### config.mk
export PLATFORM = sky130hd
export DESIGN_NAME = perf_event_select_decoder
export DESIGN_NICKNAME = d
export VERILOG_FILES = /design/src/design/perf_event_pkg.sv /design/src/design/perf_event_select_decoder.sv
export SDC_FILE = /design/constraint.sdc
export NUM_CORES = 1
export LEC_CHECK = 0
export BUFFER_PORTS_ARGS = -buffer_cell sky130_fd_sc_hd__buf_2
export CORE_AREA = 2 2 143 145
export DETAILED_ROUTE_END_ITERATION = 12
export DIE_AREA = 0 0 145 147
export GPL_ROUTABILITY_DRIVEN = 0
export GPL_TIMING_DRIVEN = 0
export PLACE_DENSITY = 0.84
export SLEW_MARGIN = 25
export SYNTH_ARGS = -nofsm -noshare
export SYNTH_HDL_FRONTEND = slang
export SYNTH_SLANG_ARGS = --single-unit
### constraint.sdc
create_clock -name core_clk -period 4.93 [get_ports core_clk]
set_clock_uncertainty 0.05 [all_clocks]
set_input_delay 0 -clock core_clk [delete_from_list [all_inputs] [get_ports core_clk]]
set_output_delay 0 -clock core_clk [all_outputs]
set_load 0.01 [all_outputs]
### src/design/perf_event_pkg.sv
// Package: event codes, unit masks, register map and carrier types for the event decoder
package perf_event_pkg;

    // ------------------------------------------------------------
    // Event numbers
    // ------------------------------------------------------------
    localparam logic [7:0] EV_WIDE_FP     = 8'h11;
    localparam logic [7:0] EV_DIVIDER     = 8'h14;
    localparam logic [7:0] EV_QUEUE_WR    = 8'h17;
    localparam logic [7:0] EV_MID_REQ     = 8'h24;
    localparam logic [7:0] EV_OWN_ACCESS  = 8'h27;
    localparam logic [7:0] EV_WRITEBACK   = 8'h28;
    localparam logic [7:0] EV_LAST_LEVEL  = 8'h2E;
    localparam logic [7:0] EV_UNHALTED    = 8'h3C;
    localparam logic [7:0] EV_PEND_MISS   = 8'h48;
    localparam logic [7:0] EV_STORE_WALK  = 8'h49;

    // ------------------------------------------------------------
    // Unit masks
    // ------------------------------------------------------------
    localparam logic [7:0] UM_00 = 8'h00;
    localparam logic [7:0] UM_01 = 8'h01;
    localparam logic [7:0] UM_02 = 8'h02;
    localparam logic [7:0] UM_03 = 8'h03;
    localparam logic [7:0] UM_04 = 8'h04;
    localparam logic [7:0] UM_08 = 8'h08;
    localparam logic [7:0] UM_0C = 8'h0C;
    localparam logic [7:0] UM_0F = 8'h0F;
    localparam logic [7:0] UM_10 = 8'h10;
    localparam logic [7:0] UM_20 = 8'h20;
    localparam logic [7:0] UM_30 = 8'h30;
    localparam logic [7:0] UM_40 = 8'h40;
    localparam logic [7:0] UM_41 = 8'h41;
    localparam logic [7:0] UM_4F = 8'h4F;
    localparam logic [7:0] UM_80 = 8'h80;
    localparam logic [7:0] UM_C0 = 8'hC0;

    // ------------------------------------------------------------
    // Register map and field positions
    // ------------------------------------------------------------
    localparam logic [31:0] OFS_CTRL     = 32'h0000_0000;
    localparam logic [31:0] OFS_COUNT    = 32'h0000_0004;
    localparam logic [31:0] OFS_STATUS   = 32'h0000_0008;
    localparam logic [31:0] CTRL_RESET   = 32'h0000_0000;
    localparam logic [31:0] COUNT_RESET  = 32'h0000_0000;
    localparam int          CTRL_EVT_LSB = 0;
    localparam int          CTRL_UM_LSB  = 8;
    localparam int          CTRL_EDGE    = 16;
    localparam int          CTRL_EN      = 17;
    localparam int          CTRL_THR_LSB = 24;
    localparam logic [1:0]  RESP_OKAY    = 2'h0;
    localparam logic [1:0]  RESP_SLVERR  = 2'h2;

    // ------------------------------------------------------------
    // Timing: reference clock against core clock
    // ------------------------------------------------------------
    localparam int          REF_CLK_MHZ  = 100;
    localparam int          CORE_CLK_MHZ = 40;
    localparam logic [7:0]  REF_STEP     = 8'(REF_CLK_MHZ);
    localparam logic [7:0]  CORE_MOD     = 8'(CORE_CLK_MHZ);

    typedef logic [4:0] evcnt_t;

    // Event strobes from the pipeline, caches and TLB, all on core_clk
    typedef struct packed {
        logic       fpSingle;
        logic       fpDouble;
        logic       divBusy;
        logic [2:0] queueWrites;
        logic       dmdRdHit;
        logic       dmdRdMiss;
        logic       l1PfRd;
        logic       rfoHit;
        logic       rfoMiss;
        logic       codeHit;
        logic       codeMiss;
        logic       pfHit;
        logic       pfMiss;
        logic       lockMiss;
        logic       lockHitE;
        logic       lockHitM;
        logic       wbMiss;
        logic       wbHitS;
        logic       wbHitE;
        logic       wbHitM;
        logic       llcRef;
        logic       llcMiss;
        logic       halted;
        logic [3:0] pendMisses;
        logic       storeWalkStart;
        logic       storeWalkDone;
    } event_s;

    typedef struct packed {
        logic        awvalid;
        logic [31:0] awaddr;
        logic        wvalid;
        logic [31:0] wdata;
        logic [3:0]  wstrb;
        logic        bready;
        logic        arvalid;
        logic [31:0] araddr;
        logic        rready;
    } axi_req_s;

    typedef struct packed {
        logic        awready;
        logic        wready;
        logic        bvalid;
        logic [1:0]  bresp;
        logic        arready;
        logic        rvalid;
        logic [31:0] rdata;
        logic [1:0]  rresp;
    } axi_rsp_s;

endpackage : perf_event_pkg

### src/design/perf_event_select_decoder.sv
// Event-selection decoder with one counter and an AXI4-Lite register slave
`timescale 1ns/1ps

// Notes on behaviour
// - 11H: wide single under 01H, double under 02H
// - 14H/01H: divider busy cycles; edge counts divides
// - 17H/01H: add queue writes each cycle
// - 24H/01H: demand data reads hitting mid cache
// - 24H/03H: all demand plus first-level prefetch loads
// - 24H: ownership hits 04H, misses 08H, all 0CH
// - 24H: fetch hits 10H, misses 20H, all 30H
// - 24H: mid prefetcher hits 40H, misses 80H
// - 27H: ownership miss, E hit, M hit, any
// - 28H: accepted first-level writebacks by line state
// - 2EH/4FH: core references to last-level lines
// - 2EH/41H: each last-level miss condition
// - 3CH/00H: thread cycles outside halt state
// - 3CH/01H: 100 MHz reference ticks while not halted
// - 48H/01H: add pending misses; edge counts occurrences
// - 49H/01H: store misses starting a page walk
// - 49H/02H: store misses whose walk completes
module perf_event_select_decoder (
    // Clock and reset
    input  wire logic                      core_clk,
    input  wire logic                      nrst,
    // Event strobes
    input  wire perf_event_pkg::event_s    events,
    // Register bus
    input  wire perf_event_pkg::axi_req_s  axiReq,
    output      perf_event_pkg::axi_rsp_s  axiRsp,
    // Counter value
    output      logic [31:0]               eventCount
);
    import perf_event_pkg::*;

    // ------------------------------------------------------------
    // Decoding
    // ------------------------------------------------------------
    function automatic evcnt_t event_inc(input logic [7:0] code, input logic [7:0] mask,
                                         input event_s e, input logic [1:0] refInc);
        evcnt_t n;
        n = '0;
        case ({code, mask})
            {EV_WIDE_FP, UM_01}:     n = evcnt_t'(e.fpSingle);
            {EV_WIDE_FP, UM_02}:     n = evcnt_t'(e.fpDouble);
            {EV_DIVIDER, UM_01}:     n = evcnt_t'(e.divBusy);
            {EV_QUEUE_WR, UM_01}:    n = evcnt_t'(e.queueWrites);
            {EV_MID_REQ, UM_01}:     n = evcnt_t'(e.dmdRdHit);
            {EV_MID_REQ, UM_03}:     n = evcnt_t'(e.dmdRdHit) + evcnt_t'(e.dmdRdMiss)
                                         + evcnt_t'(e.l1PfRd);
            {EV_MID_REQ, UM_04}:     n = evcnt_t'(e.rfoHit);
            {EV_MID_REQ, UM_08}:     n = evcnt_t'(e.rfoMiss);
            {EV_MID_REQ, UM_0C}:     n = evcnt_t'(e.rfoHit) + evcnt_t'(e.rfoMiss);
            {EV_MID_REQ, UM_10}:     n = evcnt_t'(e.codeHit);
            {EV_MID_REQ, UM_20}:     n = evcnt_t'(e.codeMiss);
            {EV_MID_REQ, UM_30}:     n = evcnt_t'(e.codeHit) + evcnt_t'(e.codeMiss);
            {EV_MID_REQ, UM_40}:     n = evcnt_t'(e.pfHit);
            {EV_MID_REQ, UM_80}:     n = evcnt_t'(e.pfMiss);
            {EV_MID_REQ, UM_C0}:     n = evcnt_t'(e.pfHit) + evcnt_t'(e.pfMiss);
            {EV_OWN_ACCESS, UM_01}:  n = evcnt_t'(e.lockMiss);
            {EV_OWN_ACCESS, UM_04}:  n = evcnt_t'(e.lockHitE);
            {EV_OWN_ACCESS, UM_08}:  n = evcnt_t'(e.lockHitM);
            {EV_OWN_ACCESS, UM_0F}:  n = evcnt_t'(e.lockMiss) + evcnt_t'(e.lockHitE)
                                         + evcnt_t'(e.lockHitM);
            {EV_WRITEBACK, UM_01}:   n = evcnt_t'(e.wbMiss);
            {EV_WRITEBACK, UM_02}:   n = evcnt_t'(e.wbHitS);
            {EV_WRITEBACK, UM_04}:   n = evcnt_t'(e.wbHitE);
            {EV_WRITEBACK, UM_08}:   n = evcnt_t'(e.wbHitM);
            {EV_WRITEBACK, UM_0F}:   n = evcnt_t'(e.wbMiss) + evcnt_t'(e.wbHitS)
                                         + evcnt_t'(e.wbHitE) + evcnt_t'(e.wbHitM);
            {EV_LAST_LEVEL, UM_4F}:  n = evcnt_t'(e.llcRef);
            {EV_LAST_LEVEL, UM_41}:  n = evcnt_t'(e.llcMiss);
            {EV_UNHALTED, UM_00}:    n = evcnt_t'(!e.halted);
            {EV_UNHALTED, UM_01}:    n = e.halted ? '0 : evcnt_t'(refInc);
            {EV_PEND_MISS, UM_01}:   n = evcnt_t'(e.pendMisses);
            {EV_STORE_WALK, UM_01}:  n = evcnt_t'(e.storeWalkStart);
            {EV_STORE_WALK, UM_02}:  n = evcnt_t'(e.storeWalkDone);
            default:                 n = '0;
        endcase
        return n;
    endfunction : event_inc

    function automatic logic known_pair(input logic [7:0] code, input logic [7:0] mask);
        logic k;
        k = 1'b0;
        case (code)
            EV_WIDE_FP:    k = (mask == UM_01) || (mask == UM_02);
            EV_DIVIDER,
            EV_QUEUE_WR,
            EV_PEND_MISS:  k = (mask == UM_01);
            EV_MID_REQ:    k = (mask == UM_01) || (mask == UM_03) || (mask == UM_04)
                               || (mask == UM_08) || (mask == UM_0C) || (mask == UM_10)
                               || (mask == UM_20) || (mask == UM_30) || (mask == UM_40)
                               || (mask == UM_80) || (mask == UM_C0);
            EV_OWN_ACCESS: k = (mask == UM_01) || (mask == UM_04) || (mask == UM_08)
                               || (mask == UM_0F);
            EV_WRITEBACK:  k = (mask == UM_01) || (mask == UM_02) || (mask == UM_04)
                               || (mask == UM_08) || (mask == UM_0F);
            EV_LAST_LEVEL: k = (mask == UM_4F) || (mask == UM_41);
            EV_UNHALTED:   k = (mask == UM_00) || (mask == UM_01);
            EV_STORE_WALK: k = (mask == UM_01) || (mask == UM_02);
            default:       k = 1'b0;
        endcase
        return k;
    endfunction : known_pair

    function automatic logic [31:0] merge_bytes(input logic [31:0] old, input logic [31:0] nw,
                                                input logic [3:0] strb);
        logic [31:0] r;
        r = old;
        for (int i = 0; i < 4; i++) begin
            if (strb[i]) begin
                r[8*i +: 8] = nw[8*i +: 8];
            end
        end
        return r;
    endfunction : merge_bytes

    // ------------------------------------------------------------
    // State
    // ------------------------------------------------------------
    logic [31:0] ctrl;
    logic [31:0] count;
    logic [7:0]  refPhase;
    logic        prevActive;
    logic [4:0]  lastInc;
    logic [31:0] awAddr;
    logic [31:0] wData;
    logic [3:0]  wStrb;
    // Response fields are separate flops so each channel block is their only driver
    logic        awReady;
    logic        wReady;
    logic        bValid;
    logic [1:0]  bResp;
    logic        arReady;
    logic        rValid;
    logic [31:0] rData;
    logic [1:0]  rResp;

    // ------------------------------------------------------------
    // Selection and counting
    // ------------------------------------------------------------
    wire logic [7:0] selCode   = ctrl[CTRL_EVT_LSB +: 8];
    wire logic [7:0] selMask   = ctrl[CTRL_UM_LSB +: 8];
    wire logic       edgeMode  = ctrl[CTRL_EDGE];
    wire logic       enabled   = ctrl[CTRL_EN];
    wire logic [7:0] threshold = ctrl[CTRL_THR_LSB +: 8];

    // Core clock is slower than the reference, so each core cycle adds two or three ticks
    wire logic [7:0] phaseSum   = refPhase + REF_STEP;
    wire logic [1:0] refInc     = 2'(phaseSum / CORE_MOD);
    wire logic [7:0] next_phase = 8'(phaseSum % CORE_MOD);

    wire evcnt_t     rawInc   = event_inc(selCode, selMask, events, refInc);
    wire logic       selKnown = known_pair(selCode, selMask);
    // Edge with a zero threshold treats any nonzero count as active
    wire logic       active   = (threshold == 8'h00) ? (rawInc != '0)
                                                     : ({3'h0, rawInc} >= threshold);
    wire logic       edgeHit  = active && !prevActive;
    wire evcnt_t     stepInc  = !enabled ? '0
                              : edgeMode ? evcnt_t'(edgeHit)
                              : (threshold != 8'h00) ? evcnt_t'(active)
                              : rawInc;

    // ------------------------------------------------------------
    // Register bus decode
    // ------------------------------------------------------------
    wire logic       awHeld   = !awReady;
    wire logic       wHeld    = !wReady;
    wire logic       wrFire   = awHeld && wHeld && !bValid;
    wire logic       wrCtrl   = wrFire && (awAddr[7:0] == OFS_CTRL[7:0]) && (awAddr[31:8] == '0);
    wire logic       wrCount  = wrFire && (awAddr[7:0] == OFS_COUNT[7:0]) && (awAddr[31:8] == '0);
    wire logic       wrStat   = wrFire && (awAddr[7:0] == OFS_STATUS[7:0]) && (awAddr[31:8] == '0);
    wire logic       wrMapped = wrCtrl || wrCount || wrStat;
    wire logic       arFire   = axiReq.arvalid && arReady;
    wire logic       rdCtrl   = (axiReq.araddr == OFS_CTRL);
    wire logic       rdCount  = (axiReq.araddr == OFS_COUNT);
    wire logic       rdStat   = (axiReq.araddr == OFS_STATUS);
    wire logic [31:0] statusWord = {18'h0, selKnown, prevActive, 7'h0, lastInc};
    wire logic [31:0] rdMux   = rdCtrl  ? ctrl
                              : rdCount ? count
                              : rdStat  ? statusWord
                              : 32'h0000_0000;
    // A software write to the counter takes priority over that cycle's increment
    wire logic [31:0] next_count = wrCount ? merge_bytes(count, wData, wStrb)
                                           : count + 32'(stepInc);

    // ------------------------------------------------------------
    // Counter datapath
    // ------------------------------------------------------------
    always_ff @(posedge core_clk or negedge nrst) begin
        if (!nrst) begin
            ctrl       <= CTRL_RESET;
            count      <= COUNT_RESET;
            refPhase   <= 8'h00;
            prevActive <= 1'b0;
            lastInc    <= 5'h00;
        end else begin
            if (wrCtrl) begin
                ctrl <= merge_bytes(ctrl, wData, wStrb);
            end
            count      <= next_count;
            refPhase   <= next_phase;
            prevActive <= active && enabled;
            lastInc    <= stepInc;
        end
    end

    assign eventCount = count;
    assign axiRsp     = {awReady, wReady, bValid, bResp, arReady, rValid, rData, rResp};

    // ------------------------------------------------------------
    // AXI4-Lite write channel
    // ------------------------------------------------------------
    always_ff @(posedge core_clk or negedge nrst) begin
        if (!nrst) begin
            awReady <= 1'b1;
            wReady  <= 1'b1;
            bValid  <= 1'b0;
            bResp   <= RESP_OKAY;
            awAddr  <= 32'h0000_0000;
            wData   <= 32'h0000_0000;
            wStrb   <= 4'h0;
        end else begin
            if (axiReq.awvalid && awReady) begin
                awAddr  <= axiReq.awaddr;
                awReady <= 1'b0;
            end
            if (axiReq.wvalid && wReady) begin
                wData  <= axiReq.wdata;
                wStrb  <= axiReq.wstrb;
                wReady <= 1'b0;
            end
            if (wrFire) begin
                bValid <= 1'b1;
                bResp  <= wrMapped ? RESP_OKAY : RESP_SLVERR;
            end else if (bValid && axiReq.bready) begin
                bValid  <= 1'b0;
                awReady <= 1'b1;
                wReady  <= 1'b1;
            end
        end
    end

    // ------------------------------------------------------------
    // AXI4-Lite read channel
    // ------------------------------------------------------------
    always_ff @(posedge core_clk or negedge nrst) begin
        if (!nrst) begin
            arReady <= 1'b1;
            rValid  <= 1'b0;
            rData   <= 32'h0000_0000;
            rResp   <= RESP_OKAY;
        end else if (arFire) begin
            arReady <= 1'b0;
            rValid  <= 1'b1;
            rData   <= rdMux;
            rResp   <= (rdCtrl || rdCount || rdStat) ? RESP_OKAY : RESP_SLVERR;
        end else if (rValid && axiReq.rready) begin
            rValid  <= 1'b0;
            arReady <= 1'b1;
        end
    end

    // ------------------------------------------------------------
    // Assertions
    // ------------------------------------------------------------
    wire logic plain = enabled && !edgeMode && (threshold == 8'h00) && !wrCount;

    property p_wide_double;
        @(posedge core_clk) disable iff (!nrst)
        (plain && selCode == EV_WIDE_FP && selMask == UM_02 && events.fpDouble)
            |=> (count == $past(count) + 32'h1);
    endproperty
    a_wide_double: assert property (p_wide_double) else $error("double fp not counted");

    property p_divider;
        @(posedge core_clk) disable iff (!nrst)
        (plain && selCode == EV_DIVIDER && selMask == UM_01 && !events.divBusy)
            |=> (count == $past(count));
    endproperty
    a_divider: assert property (p_divider) else $error("idle divider counted");

    property p_queue;
        @(posedge core_clk) disable iff (!nrst)
        (plain && selCode == EV_QUEUE_WR && selMask == UM_01)
            |=> (count == $past(count) + 32'($past(events.queueWrites)));
    endproperty
    a_queue: assert property (p_queue) else $error("queue writes miscounted");

    property p_halted_ref;
        @(posedge core_clk) disable iff (!nrst)
        (plain && selCode == EV_UNHALTED && selMask == UM_01 && !events.halted)
            |=> (count - $past(count) inside {32'h2, 32'h3});
    endproperty
    a_halted_ref: assert property (p_halted_ref) else $error("reference step wrong");

    property p_unhalted;
        @(posedge core_clk) disable iff (!nrst)
        (plain && selCode == EV_UNHALTED && selMask == UM_00)
            |=> (count == $past(count) + 32'(!$past(events.halted)));
    endproperty
    a_unhalted: assert property (p_unhalted) else $error("unhalted cycles miscounted");

    property p_store_walk;
        @(posedge core_clk) disable iff (!nrst)
        (plain && selCode == EV_STORE_WALK && selMask == UM_02)
            |=> (count == $past(count) + 32'($past(events.storeWalkDone)));
    endproperty
    a_store_walk: assert property (p_store_walk) else $error("completed walks miscounted");

    property p_pending;
        @(posedge core_clk) disable iff (!nrst)
        (plain && selCode == EV_PEND_MISS && selMask == UM_01)
            |=> (count == $past(count) + 32'($past(events.pendMisses)));
    endproperty
    a_pending: assert property (p_pending) else $error("pending misses miscounted");

    property p_threshold;
        @(posedge core_clk) disable iff (!nrst)
        (enabled && !edgeMode && threshold != 8'h00 && !wrCount)
            |=> (count == $past(count) + 32'({3'h0, $past(rawInc)} >= $past(threshold)));
    endproperty
    a_threshold: assert property (p_threshold) else $error("threshold count wrong");

    property p_edge_once;
        @(posedge core_clk) disable iff (!nrst)
        (enabled && edgeMode && !wrCount && active && prevActive) |=> $stable(count);
    endproperty
    a_edge_once: assert property (p_edge_once) else $error("edge counted twice");

    property p_unknown;
        @(posedge core_clk) disable iff (!nrst)
        (!selKnown && !wrCount) |=> (count == $past(count));
    endproperty
    a_unknown: assert property (p_unknown) else $error("unlisted pair counted");

    property p_write_resp;
        @(posedge core_clk) disable iff (!nrst)
        wrFire |=> axiRsp.bvalid ##0 (axiRsp.bresp == (($past(wrMapped)) ? RESP_OKAY : RESP_SLVERR));
    endproperty
    a_write_resp: assert property (p_write_resp) else $error("write response wrong");

endmodule : perf_event_select_decoder

==> impl_metrics.toml <==
[drt]
first_pass_iters = 6
routed_wl_um = 31800
wire_per_inst_um = 20.3
num_vias = 9571
drt-initial-drc-count = 1051
ant_nets = 0
drc = 0
via_per_inst = 6.12

[sta]
relSlewSlack_pct = 40.0
drv_slew = 0
whs_ns = 0.0889
max_freq_mhz = 192
setup-violations-final = 21
tightest_slew_ns = 0.896
worst_slack_ns = -0.281
period_share_pct = 106
rsz0062_at_grt = "true"
finalCriticalPeriod_ns = 5.21
hold_violations = 0

[power]
power_density_nw_per_um2 = 349
peakVddDrop_mv = 0.270
p_leak_nw = 6.03

[clock_tree]
clock_path_buffers = 2
insertion_delay_ns = 0.44
htree_num_levels = 4
cts_sinks = 182
cts_tree = "done"
cts_inserted_buffers = 17
clk_pin_slew_ns = 0.07
cts_root_buffer = "clkbuf_16"

[grt]
grt.total_usage_pct = 28.5
grt_max_degree = 94
grt_remaining_overflow = 0
antenna_found_initial = 0
grt_pass1_wl_um = 48500
grt_pass1_vias = 9481

[setup_path]
cp-start-kind = "register"
required_ns = 5.26
path_cells = "or4b_4 -> or4_4 -> o211ai_1 -> nor3_2 -> ha_1 -> nand2b_4 -> a21o_1 -> a21oi_2 -> nor2b_1 -> o311ai_2 -> a221oi_2 -> ha_2 -> inv_2 -> fa_2 -> nor2b_2 -> o21ai_2 -> buf_4 -> and2_4 -> nor2_4 -> nand3_1 -> a21oi_1 -> o221a_2"
worstRegToRegCells = 22
r2r_end = "eventCount[16]"
critPathArrivalTime_ns = 5.54
r2r_slack_ns = -0.28
slowest_delay_ns = 0.56
crit_type = "reg -> reg"
cp_max_fo = 4
r2r-start = "ctrl[9]"
slowest_stage = "or4b_4"
end_kind = "register"

[worst_hold_path]
hp-start = "axiReq[17]"
hold_depth = 4
hold_end = "rData[12]"
hp-class = "in -> reg"

[yosys]
postSynthCellCount = 942
synth_edf_count = 0
synth_seq_cells = 182
yosysSeqAreaShare_pct = 46.7
synth_flop_cell = "dfrtp_1"
synthDistinctLibCells = 80
syn_area_um2 = 9750
avgSynthCellArea_um2 = 10.4
yosys_warnings = 0
ys_async_sr_fraction_pct = 100

[outcome]
outcome = "complete, but fails checks"
violations = "setup timing"

[placed_design]
port_buffers = 206
dp_hpwl_um = 20900
dp_worst_setup_slack_ns = -0.971
placed_cells = 1422

[final_layout]
syn_to_final_growth_pct = 36.5
nets = 1439
drive_gt1_share_pct = 38.9
antenna_cells = 0
final_cells = 1565

[die]
start_util_pct = 49.1
die_w_um = 145
core-area_um2 = 19800
die_y_um = 147
ioPinCount = 211
std_cell_rows = 52
dieArea_um2 = 21300

[run]
drv_cap = 0
layout make-up:
class | instances | area [um^2]
clock inverter | 14 | 198
multi-input combinational | 676 | 5200
tap | 270 | 338
clock buffer | 18 | 439
sequential | 182 | 4570
fill | 1443 | 6540
timing repair buffer | 327 | 2190
buffer | 54 | 278
inverter | 24 | 90.1
sequential cells by signal (all words and copies together) (netlist names):
register,cells
awReady,1
ctrl,32
eventCount,32
rValid,1
wData,32
refPhase,6
arReady,1
awAddr,32
wStrb,4
lastInc,4
bResp,1
rResp,1
rData,32
prevActive,1
bValid,1
wReady,1
worst max path at each step:
stage | endpoint | depth (start not counted) | startpoint | slack (ns)
after floorplan | eventCount[20] | 24 | refPhase[2] | 0.02
after global placement | eventCount[11] | 24 | refPhase[2] | -0.81
after detailed placement | eventCount[11] | 24 | refPhase[2] | -0.97
after CTS | eventCount[20] | 22 | ctrl[15] | -0.02
after global routing | eventCount[20] | 24 | ctrl[2] | -0.39
final | eventCount[16] | 22 | ctrl[9] | -0.28
stage by stage:
step | utilization, % | power (W) | TNS, ns | cell area, um^2
floorplan | - | 0.00268 | 0 | 9770
detailed placement | 56.3 | 0.00304 | -22.30 | 11200
finish | 67.0 | 0.00464 | -3.17 | 13300
global placement | 56.1 | 0.00298 | -18.11 | 11100
global route | 67.0 | 0.00484 | -6.16 | 13300
CTS | 65.1 | 0.00459 | -0.0182 | 12900
power breakdown:
group          internal (W)  switching (W)
Combinational      0.000560       0.000477
Sequential          0.00182       0.000293
Clock              0.000869       0.000622
Total               0.00325        0.00139
cell usage in the layout, fill, tap and decap left out, types with 5 or more instances in the layout:
master and count:
mux2i_1 12, and4_1 5, buf_4 44, o22ai_1 6, mux2_2 103, nor3_1 7
a31oi_1 8, inv_1 23, nor2_1 48, nand3_1 24, xnor2_1 7, a22oi_1 30
nand2_1 87, dlygate4sd3_1 82, nand4_1 20, o21ai_0 53, ha_1 13, a21oi_1 38
or4b_4 5, and3_1 8, and2_1 5, clkbuf_16 17, dfrtp_2 11, buf_1 6
a211oi_1 7, o221a_2 10, clkbuf_1 22, a21o_1 7, dfrtp_1 168, buf_2 211
clkbuf_2 6, o31ai_1 7, nor4_1 19
routing by layer:
layer  global-route usage (%)  up-vias  wire length [um]
met5                        0        -                 0
li1                         -     4207                 -
met4                     13.5        0              1610
met2                     48.8      604             15500
met1                     34.2     4606             11800
met3                     6.68      154              2930
critical path: cells and delay by family, from the launching register on:
| family | cells | cell delay (ns) |
|---|---|---|
| AND/OR/NAND/NOR | 9 | 2.06 |
| AO/OA/AOI/OAI | 8 | 1.50 |
| flip-flops | 1 | 0.43 |
| buffers and inverters | 2 | 0.19 |
| adder cells (fa/ha/maj) | 3 | 0.92 |
Yosys cell counts, types with 7 or more instances:
cell | n | share of area, %
nor4_1 | 20 | 1.3
nand4_1 | 20 | 1.3
o21ai_0 | 57 | 2.9
nor2_1 | 56 | 2.2
o221a_2 | 10 | 1.2
o31ai_1 | 9 | 0.69
mux2i_1 | 12 | 1.2
a211oi_1 | 10 | 0.77
nand2_1 | 89 | 3.4
a21o_1 | 8 | 0.62
a21oi_1 | 43 | 2.2
nand3_1 | 26 | 1.3
dfrtp_1 | 179 | 46
and3_1 | 9 | 0.58
clkbuf_1 | 40 | 1.5
inv_1 | 24 | 0.92
xnor2_1 | 7 | 0.63
ha_1 | 15 | 1.9
a22oi_1 | 30 | 2.3
buf_2 | 8 | 0.41
a31oi_1 | 8 | 0.51
buf_4 | 7 | 0.54
mux2_2 | 103 | 12
nor3_1 | 11 | 0.56
what timing repair did:
item	CTS	global route
gates resized for setup	45	83
setup endpoints to repair	30	28
setup buffers	17	21
endpoints found under the hold margin	167	0
hold buffers	82	0
pin swaps	13	28
kinds of logic after synthesis:
family                   synth area share [%]
AO/OA/AOI/OAI                            16.7
multiplexers                             13.1
other                                  0.0385
adder cells (fa/ha/maj)                  2.75
buffers and inverters                    3.88
flip-flops                               46.7
AND/OR/NAND/NOR                          15.9
XOR/XNOR                                0.808
No activity file was read; power rests on OpenSTA's default activity.
